**src/hw/mcs_params.svh**
```systemverilog
`ifndef MCS_PARAMS_SVH
`define MCS_PARAMS_SVH

`define MCS_ADDR_PLL_SRC_UPDATE 32'h40048044
`define MCS_ADDR_MAIN_SRC_SELECT 32'h40048070
`define MCS_ADDR_MAIN_SRC_UPDATE 32'h40048074
`define MCS_ADDR_SYS_CLK_DIV 32'h40048078
`define MCS_ADDR_BLOCK_GATES 32'h40048080

`define MCS_RST_UPDATE 1'h0
`define MCS_RST_MAIN_SEL 2'h0
`define MCS_RST_PLL_SRC 2'h0
`define MCS_RST_SYS_DIV 8'h01
`define MCS_RST_GATES 6'h1F
`define MCS_GATE_ALWAYS_ON 6'h01

`define MCS_UPDATE_BIT 0
`define MCS_SEL_MSB 1
`define MCS_DIV_MSB 7
`define MCS_GATE_MSB 5

`define MCS_PLL_SRC_RESERVED 2'h3
`define MCS_RESP_OKAY 2'h0
`define MCS_RESP_SLVERR 2'h2

`endif

```
**src/hw/mcs_pkg.sv**
```systemverilog
`default_nettype none
package mcs_pkg;

	typedef enum logic [1:0] {
		MCS_MAIN_IRC,
		MCS_MAIN_PLL_IN,
		MCS_MAIN_WDT,
		MCS_MAIN_PLL_OUT
	} mcs_main_src_t;

	typedef enum logic [1:0] {
		MCS_PLL_IRC,
		MCS_PLL_SYS_OSC,
		MCS_PLL_WDT,
		MCS_PLL_RESERVED
	} mcs_pll_src_t;

	// One clock tick per source, bit order matches the main select codes.
	typedef struct packed {
		logic pll_out;
		logic wdt_osc;
		logic pll_in;
		logic internal_rc_osc;
	} mcs_src_ticks_t;

	// Gated system clock ticks, one per consumer, low bit is the core group.
	typedef struct packed {
		logic i2c;
		logic flash_array_gate;
		logic flash_regif_gate;
		logic ram;
		logic rom;
		logic core;
	} mcs_gated_t;

endpackage : mcs_pkg
`default_nettype wire

```
**src/hw/mcs_sys_divider.sv**
```systemverilog
`timescale 1ns/1ns
`default_nettype none
`include "mcs_params.svh"

module mcs_sys_divider
(
	input wire logic aclk,
	input wire logic aresetn,
	input wire logic main_tick,
	input wire logic [7:0] divide_by,
	output logic sys_tick
);
	import mcs_pkg::*;

	logic [7:0] count_reg;

	always_ff @(posedge aclk)
	begin
		if (!aresetn)
		begin
			count_reg <= 8'h00;
			sys_tick <= 1'b0;
		end
		else if (divide_by == 8'h00)
		begin
			count_reg <= 8'h00;
			sys_tick <= 1'b0;
		end
		else if (main_tick)
		begin
			// A shrunk divisor restarts the count so no period runs long.
			if (count_reg >= divide_by - 8'h01)
			begin
				count_reg <= 8'h00;
				sys_tick <= 1'b1;
			end
			else
			begin
				count_reg <= count_reg + 8'h01;
				sys_tick <= 1'b0;
			end
		end
		else
		begin
			sys_tick <= 1'b0;
		end
	end

endmodule : mcs_sys_divider
`default_nettype wire

```
**src/hw/mcs_top.sv**
```systemverilog
// Overview of operation
// - PLL source update register is bit 0, reset 0; a 0 to 1 write applies a non-reserved new source.
// - PLL source codes: 00 internal RC, 01 system osc, 10 watchdog, 11 reserved.
// - Main source field bits 1:0, reset 0; 00 RC,01 PLL in,10 WDT,11 PLL out.
// - New main source applies only on a low-to-high update bit transition.
// - Main update register is one bit at bit 0, reset 0.
// - The selected main clock feeds core, peripherals and memories.
// - Divider value zero stops the system clock entirely.
// - Divider bits 7:0 divide main clock by N, reset value one.
// - Gate bit 0 feeds the core group, read-only, always enabled.
// - Gate bit 1 enables the ROM clock, reset one.
// - Gate bit 2 enables the RAM clock, reset one.
// - Gate bit 3 enables the flash register interface clock, reset one.
// - Gate bit 4 enables the flash array clock, reset one.
// - Gate bit 5 enables the I2C clock, reset zero.
`timescale 1ns/1ns
`default_nettype none
`include "mcs_params.svh"

module mcs_top
(
	input wire logic aclk,
	input wire logic aresetn,
	input wire logic [31:0] s_axi_awaddr,
	input wire logic s_axi_awvalid,
	output logic s_axi_awready,
	input wire logic [31:0] s_axi_wdata,
	input wire logic [3:0] s_axi_wstrb,
	input wire logic s_axi_wvalid,
	output logic s_axi_wready,
	output logic [1:0] s_axi_bresp,
	output logic s_axi_bvalid,
	input wire logic s_axi_bready,
	input wire logic [31:0] s_axi_araddr,
	input wire logic s_axi_arvalid,
	output logic s_axi_arready,
	output logic [31:0] s_axi_rdata,
	output logic [1:0] s_axi_rresp,
	output logic s_axi_rvalid,
	input wire logic s_axi_rready,
	input wire mcs_pkg::mcs_src_ticks_t src_ticks,
	input wire mcs_pkg::mcs_pll_src_t pll_src_select,
	output mcs_pkg::mcs_pll_src_t pll_src_active,
	output mcs_pkg::mcs_main_src_t main_src_active,
	output logic main_tick,
	output mcs_pkg::mcs_gated_t gated_ticks
);
	import mcs_pkg::*;

	typedef enum {
		WR_IDLE,
		WR_RESP
	} mcs_wr_state_t;

	mcs_wr_state_t wr_state_reg;
	logic [31:0] awaddr_reg;
	logic [31:0] wdata_reg;
	logic [3:0] wstrb_reg;
	logic aw_have_reg;
	logic w_have_reg;
	logic pll_update_reg;
	logic main_update_reg;
	mcs_main_src_t main_sel_reg;
	mcs_main_src_t main_pending_reg;
	logic main_switch_pending_reg;
	logic [7:0] sys_div_reg;
	logic [5:0] gates_reg;
	logic sys_tick;
	logic do_write;
	logic byte0_wr;

	function automatic logic addr_mapped(input logic [31:0] a);
		addr_mapped = (a == `MCS_ADDR_PLL_SRC_UPDATE) ||
			(a == `MCS_ADDR_MAIN_SRC_SELECT) ||
			(a == `MCS_ADDR_MAIN_SRC_UPDATE) ||
			(a == `MCS_ADDR_SYS_CLK_DIV) ||
			(a == `MCS_ADDR_BLOCK_GATES);
	endfunction : addr_mapped

	function automatic logic pick_tick(input mcs_src_ticks_t t,
		input mcs_main_src_t s);
		pick_tick = t[s];
	endfunction : pick_tick

	assign do_write = aw_have_reg && w_have_reg && (wr_state_reg == WR_IDLE);
	assign byte0_wr = do_write && wstrb_reg[0];

	// Write address and data are taken independently, in either order.
	always_ff @(posedge aclk)
	begin
		if (!aresetn)
		begin
			aw_have_reg <= 1'b0;
			awaddr_reg <= 32'h00000000;
			s_axi_awready <= 1'b1;
		end
		else if (s_axi_awvalid && s_axi_awready)
		begin
			aw_have_reg <= 1'b1;
			awaddr_reg <= s_axi_awaddr;
			s_axi_awready <= 1'b0;
		end
		else if (s_axi_bvalid && s_axi_bready)
		begin
			aw_have_reg <= 1'b0;
			s_axi_awready <= 1'b1;
		end
	end

	always_ff @(posedge aclk)
	begin
		if (!aresetn)
		begin
			w_have_reg <= 1'b0;
			wdata_reg <= 32'h00000000;
			wstrb_reg <= 4'h0;
			s_axi_wready <= 1'b1;
		end
		else if (s_axi_wvalid && s_axi_wready)
		begin
			w_have_reg <= 1'b1;
			wdata_reg <= s_axi_wdata;
			wstrb_reg <= s_axi_wstrb;
			s_axi_wready <= 1'b0;
		end
		else if (s_axi_bvalid && s_axi_bready)
		begin
			w_have_reg <= 1'b0;
			s_axi_wready <= 1'b1;
		end
	end

	always_ff @(posedge aclk)
	begin
		if (!aresetn)
		begin
			wr_state_reg <= WR_IDLE;
			s_axi_bvalid <= 1'b0;
			s_axi_bresp <= `MCS_RESP_OKAY;
		end
		else
		begin
			case (wr_state_reg)
				WR_IDLE:
				begin
					if (do_write)
					begin
						wr_state_reg <= WR_RESP;
						s_axi_bvalid <= 1'b1;
						s_axi_bresp <= addr_mapped(awaddr_reg) ?
							`MCS_RESP_OKAY : `MCS_RESP_SLVERR;
					end
				end
				WR_RESP:
				begin
					if (s_axi_bready)
					begin
						wr_state_reg <= WR_IDLE;
						s_axi_bvalid <= 1'b0;
					end
				end
				default:
				begin
					wr_state_reg <= WR_IDLE;
					s_axi_bvalid <= 1'b0;
				end
			endcase
		end
	end

	// All fields live in byte lane 0; upper lanes are reserved.
	always_ff @(posedge aclk)
	begin
		if (!aresetn)
		begin
			pll_update_reg <= `MCS_RST_UPDATE;
			main_update_reg <= `MCS_RST_UPDATE;
			main_sel_reg <= mcs_main_src_t'(`MCS_RST_MAIN_SEL);
			sys_div_reg <= `MCS_RST_SYS_DIV;
			gates_reg <= `MCS_RST_GATES;
		end
		else if (byte0_wr)
		begin
			case (awaddr_reg)
				`MCS_ADDR_PLL_SRC_UPDATE:
					pll_update_reg <= wdata_reg[`MCS_UPDATE_BIT];
				`MCS_ADDR_MAIN_SRC_SELECT:
					main_sel_reg <= mcs_main_src_t'(wdata_reg[`MCS_SEL_MSB:0]);
				`MCS_ADDR_MAIN_SRC_UPDATE:
					main_update_reg <= wdata_reg[`MCS_UPDATE_BIT];
				`MCS_ADDR_SYS_CLK_DIV:
					sys_div_reg <= wdata_reg[`MCS_DIV_MSB:0];
				`MCS_ADDR_BLOCK_GATES:
					gates_reg <= wdata_reg[`MCS_GATE_MSB:0] | `MCS_GATE_ALWAYS_ON;
				default:
					gates_reg <= gates_reg;
			endcase
		end
	end

	// PLL source is committed only on a 0 to 1 write of the update bit.
	always_ff @(posedge aclk)
	begin
		if (!aresetn)
		begin
			pll_src_active <= mcs_pll_src_t'(`MCS_RST_PLL_SRC);
		end
		else if (byte0_wr && awaddr_reg == `MCS_ADDR_PLL_SRC_UPDATE &&
			!pll_update_reg && wdata_reg[`MCS_UPDATE_BIT] &&
			pll_src_select != mcs_pll_src_t'(`MCS_PLL_SRC_RESERVED))
		begin
			pll_src_active <= pll_src_select;
		end
	end

	// The switch waits for a cycle with no tick on either source, so the
	// outgoing and incoming clocks never clip a pulse.
	always_ff @(posedge aclk)
	begin
		if (!aresetn)
		begin
			main_src_active <= mcs_main_src_t'(`MCS_RST_MAIN_SEL);
			main_pending_reg <= mcs_main_src_t'(`MCS_RST_MAIN_SEL);
			main_switch_pending_reg <= 1'b0;
		end
		else if (byte0_wr && awaddr_reg == `MCS_ADDR_MAIN_SRC_UPDATE &&
			!main_update_reg && wdata_reg[`MCS_UPDATE_BIT])
		begin
			main_pending_reg <= main_sel_reg;
			main_switch_pending_reg <= 1'b1;
		end
		else if (main_switch_pending_reg &&
			!pick_tick(src_ticks, main_src_active) &&
			!pick_tick(src_ticks, main_pending_reg))
		begin
			main_src_active <= main_pending_reg;
			main_switch_pending_reg <= 1'b0;
		end
	end

	always_ff @(posedge aclk)
	begin
		if (!aresetn)
		begin
			main_tick <= 1'b0;
		end
		else
		begin
			main_tick <= !main_switch_pending_reg &&
				pick_tick(src_ticks, main_src_active);
		end
	end

	mcs_sys_divider u_sys_divider
	(
		.aclk(aclk),
		.aresetn(aresetn),
		.main_tick(main_tick),
		.divide_by(sys_div_reg),
		.sys_tick(sys_tick)
	);

	// Gates act on whole ticks, so a toggled enable cannot cut a pulse.
	always_ff @(posedge aclk)
	begin
		if (!aresetn)
		begin
			gated_ticks <= '0;
		end
		else
		begin
			gated_ticks <= {6{sys_tick}} & (gates_reg | `MCS_GATE_ALWAYS_ON);
		end
	end

	always_ff @(posedge aclk)
	begin
		if (!aresetn)
		begin
			s_axi_arready <= 1'b1;
			s_axi_rvalid <= 1'b0;
			s_axi_rdata <= 32'h00000000;
			s_axi_rresp <= `MCS_RESP_OKAY;
		end
		else if (s_axi_arvalid && s_axi_arready)
		begin
			s_axi_arready <= 1'b0;
			s_axi_rvalid <= 1'b1;
			s_axi_rresp <= addr_mapped(s_axi_araddr) ?
				`MCS_RESP_OKAY : `MCS_RESP_SLVERR;
			case (s_axi_araddr)
				`MCS_ADDR_PLL_SRC_UPDATE:
					s_axi_rdata <= {31'h00000000, pll_update_reg};
				`MCS_ADDR_MAIN_SRC_SELECT:
					s_axi_rdata <= {30'h00000000, main_sel_reg};
				`MCS_ADDR_MAIN_SRC_UPDATE:
					s_axi_rdata <= {31'h00000000, main_update_reg};
				`MCS_ADDR_SYS_CLK_DIV:
					s_axi_rdata <= {24'h000000, sys_div_reg};
				`MCS_ADDR_BLOCK_GATES:
					s_axi_rdata <= {26'h0000000, gates_reg};
				default:
					s_axi_rdata <= 32'h00000000;
			endcase
		end
		else if (s_axi_rvalid && s_axi_rready)
		begin
			s_axi_rvalid <= 1'b0;
			s_axi_arready <= 1'b1;
		end
	end

endmodule : mcs_top
`default_nettype wire

```
**config.mk**
```make
export PLATFORM = sky130hd
export DESIGN_NAME = mcs_top
export DESIGN_NICKNAME = d
export VERILOG_FILES = /design/src/hw/mcs_pkg.sv /design/src/hw/mcs_sys_divider.sv /design/src/hw/mcs_top.sv
export VERILOG_INCLUDE_DIRS = /design/src /design/src/hw
export SDC_FILE = /design/constraint.sdc
export NUM_CORES = 1
export LEC_CHECK = 0
export ABC_AREA = 1
export CAP_MARGIN = 20
export CORE_MARGIN = 1
export CORE_UTILIZATION = 55
export CTS_BUF_LIST = sky130_fd_sc_hd__clkbuf_2 sky130_fd_sc_hd__clkbuf_4 sky130_fd_sc_hd__clkbuf_8
export CTS_CLUSTER_DIAMETER = 100
export CTS_CLUSTER_SIZE = 24
export DETAILED_ROUTE_END_ITERATION = 10
export DONT_BUFFER_PORTS = 1
export HOLD_SLACK_MARGIN = 0.06
export MAX_ROUTING_LAYER = met4
export PLACE_DENSITY = 0.78
export SYNTH_ARGS = -nofsm -noshare
export SYNTH_HDL_FRONTEND = slang
export SYNTH_SLANG_ARGS = --single-unit
```
**constraint.sdc**
```tcl
create_clock -name aclk -period 6.5 [get_ports aclk]
set_input_delay 1.3 -clock aclk [delete_from_list [all_inputs] [get_ports aclk]]
set_output_delay 1.3 -clock aclk [all_outputs]
set_load 0.05 [all_outputs]
```
==> impl_metrics.env <==
export IMPL_std_cell_rows=33
export IMPL_largest_register_ff_count=32
export IMPL_grt_pass1_wl_microns=15600
export IMPL_cts_setup_buffers=0
export IMPL_critPathLaunch="main_tick$_SDFF_PN0_"
export IMPL_cts_sinks=98
export IMPL_clockBufferDepth=2
export IMPL_period_share_pct=38.7
export IMPL_timing_rr_start="sys_div_reg[0]$_SDFFE_PN1P_"
export IMPL_clock_power_share_pct=32.1
export IMPL_via_per_inst=5.19
export IMPL_power_density_mw_per_mm2=238
export IMPL_intPower_uw=808
export IMPL_crit_cells=0
export IMPL_path_max_fanout=8
export IMPL_drt_pass1_iterations=5
export IMPL_ioPinCount=165
export IMPL_n_fill_cell=772
export IMPL_clock_fmax_mhz=398
export IMPL_h_tree_depth=3
export IMPL_ys_seq_elements=98
export IMPL_worstMarginPinSlew_ns=0.780
export IMPL_final_hold_viol_count=0
export IMPL_ant_nets=0
export IMPL_synth_area_sq_mm=0.00476
export IMPL_power_leakage_nw=2.13
export IMPL_startpoint_type="register"
export IMPL_holdCritPathClass="register to register"
export IMPL_yosysUniqueCellTypes=36
export IMPL_core_area_sq_mm=0.00830
export IMPL_grt_overflow=0
export IMPL_remaining_drc_errors=0
export IMPL_reg2reg_slack_ns=4.03
export IMPL_cts_buffers=9
export IMPL_status="completed"
export IMPL_nets=796
export IMPL_io_buffer_count=0
export IMPL_layout_drive_gt1_share_pct=6.06
export IMPL_yosysTopAreaCell="dfxtp_1"
export IMPL_grt_pass1_vias=3722
export IMPL_cp_endpoint="main_tick"
export IMPL_hold_depth=2
export IMPL_grt_max_degree=70
export IMPL_yosys_warnings=0
export IMPL_cts_resized=0
export IMPL_grt_usage_pct=23.0
export IMPL_die_h_microns=95.0
export IMPL_clk_latency_ns=0.38
export IMPL_drtIter0Drc=177
export IMPL_start_util_pct=57.3
export IMPL_antenna_found_initial=2
export IMPL_p_comb_share_pct=10.6
export IMPL_worstSetupEndpointType="output port"
export IMPL_path_clk_slew_ns=0.10
export IMPL_gp_congestion=0.882
export IMPL_r2r_end="u_sys_divider.count_reg[6]$_SDFFE_PP0P_"
export IMPL_crit_required_ns=5.20
export IMPL_cts_hold_fix_buffers=0
export IMPL_ir_drop_mv=0.147
export IMPL_max_cap_viol_count=0
export IMPL_arrival_ns=1.21
export IMPL_synth_cells=681
export IMPL_syn_avg_cell_area_sq_um=6.99
export IMPL_synth_top_area_share_pct=41.2
export IMPL_root_buffer="clkbuf_8"
export IMPL_wl_per_cell_microns=12.3
export IMPL_routed_via_count=4067
export IMPL_syn_to_final_growth_pct=2.94
export IMPL_slew_viol_final=0
export IMPL_swShare_pct=30.8
export IMPL_setup_viol=0
export IMPL_ys_seq_area_share_pct=41.2
export IMPL_final_setup_skew_ns=0.0191
export IMPL_relSlewSlack_pct=47.9
export IMPL_cts_tree="yes"
export IMPL_drt_total_wl_microns=9610
export IMPL_period_needed_ns=2.51
export IMPL_rsz0062_at_grt="no"
export IMPL_path_class="register to output port"
export IMPL_p_seq_share_pct=57.4
export IMPL_p_total_mw=1.17
export IMPL_synth_area_top_cells="dfxtp_1 (41%), nor2_1 (12%), nand2_1 (7.7%)"
export IMPL_power_switching_uw=359
export IMPL_dp_hpwl_microns=7350
export IMPL_chipWidth_microns=95.0
export IMPL_fp_dieArea_sq_mm=0.00903
export IMPL_ff2ff_path_depth=13
export IMPL_fin_tns_setup_ns=0
area by class of cell:
class | instances | area (sq um) | area share (%)
clock inverters | 7 | 61.3 | 1.25
clock buffers | 9 | 124 | 2.53
well taps | 105 | 131 | 2.68
flip-flops and latches | 98 | 1960 | 40.0
diodes | 2 | 5.00 | 0.102
inverters | 71 | 267 | 5.44
repair buffers | 1 | 7.51 | 0.153
multi-input cells | 491 | 2340 | 47.8
metrics by stage:
stage | setup slack (ns) | instances | util, % | cell area [sq um] | hold WS, ns
3_5_place_dp | 3.92 | 766 | 56.7 | 4710 | 0.450
4_1_cts | 4.00 | 782 | 59.0 | 4890 | 0.465
3_3_place_gp | 3.94 | 766 | 56.7 | 4710 | 0.443
6_report | 3.99 | 784 | 59.0 | 4900 | 0.465
5_1_grt | 3.82 | 784 | 59.0 | 4900 | 0.491
2_1_floorplan | 4.26 | 706 | - | 4850 | 0.419
layout by cell type (no fill, tap or decap), types with 2 or more instances in the layout:
cell type	count
clkinv_4	2
xnor2_1	3
nand2_2	4
o21ai_0	66
conb_1	26
nor2_2	9
o21ai_1	3
nand3_1	37
ha_1	11
nor3_2	2
dfxtp_1	98
nand4_1	10
inv_2	3
inv_1	67
nand2_1	98
nor3_1	6
nor2_1	153
diode_2	2
clkbuf_8	9
xor2_1	10
inv_8	2
a21oi_1	41
Yosys cell counts (all sizes together):
cell type	n
nor2	164
nand2	102
dfxtp	98
inv	70
o21ai	70
a21oi	42
nand3	37
buf	33
clkbuf	13
ha	11
nand4	11
xor2	10
nor3	8
xnor2	3
a41oi	1
clkinv	1
conb	1
mux2i	1
nand3b	1
nor4	1
o2111ai	1
o211ai	1
o22ai	1
power by group through the flow:
stage / clock network [mW] / logic (mW) / registers (mW)
after floorplan: 0 / 0.126 / 0.678
after global placement: 0 / 0.120 / 0.682
after detailed placement: 0 / 0.123 / 0.683
after CTS: 0.379 / 0.124 / 0.669
after global routing: 0.411 / 0.141 / 0.673
final: 0.374 / 0.123 / 0.669
worst min-delay path: stages, from the launching register on:
cell	delay, ns
dfxtp_1	0.31
inv_1	0.06
a21oi_1	0.06
layer usage:
layer	routed length [microns]	vias up	GRT usage [%]
li1	-	2111	-
met1	4020	1763	24.9
met2	4610	172	39.9
met3	794	21	6.62
met4	190	0	8.21
met5	0	-	-
logic make-up (layout without fill, tap and decap cells):
family | Yosys count | in the layout | synth area share, %
mux | 1 | 1 | 0.210
compound gates | 116 | 116 | 12.7
buf+inv | 117 | 88 | 11.5
flops | 98 | 98 | 41.2
xor+xnor | 13 | 13 | 2.39
other cells | 1 | 28 | 0.0788
fa+ha+maj | 11 | 11 | 2.89
simple gates | 324 | 324 | 29.0
worst min path at each step:
stage                                                     from                          end  slack, ns
final                              awaddr_reg[18]$_SDFFE_PN0P_  awaddr_reg[18]$_SDFFE_PN0P_       0.47
after global routing               awaddr_reg[18]$_SDFFE_PN0P_  awaddr_reg[18]$_SDFFE_PN0P_       0.49
after CTS                          awaddr_reg[18]$_SDFFE_PN0P_  awaddr_reg[18]$_SDFFE_PN0P_       0.46
after detailed placement           awaddr_reg[18]$_SDFFE_PN0P_  awaddr_reg[18]$_SDFFE_PN0P_       0.45
after global placement             awaddr_reg[18]$_SDFFE_PN0P_  awaddr_reg[18]$_SDFFE_PN0P_       0.44
after floorplan           main_switch_pending_reg$_SDFFE_PN0P_         main_tick$_SDFF_PN0_       0.42
No activity file was read; power rests on OpenSTA's default activity.
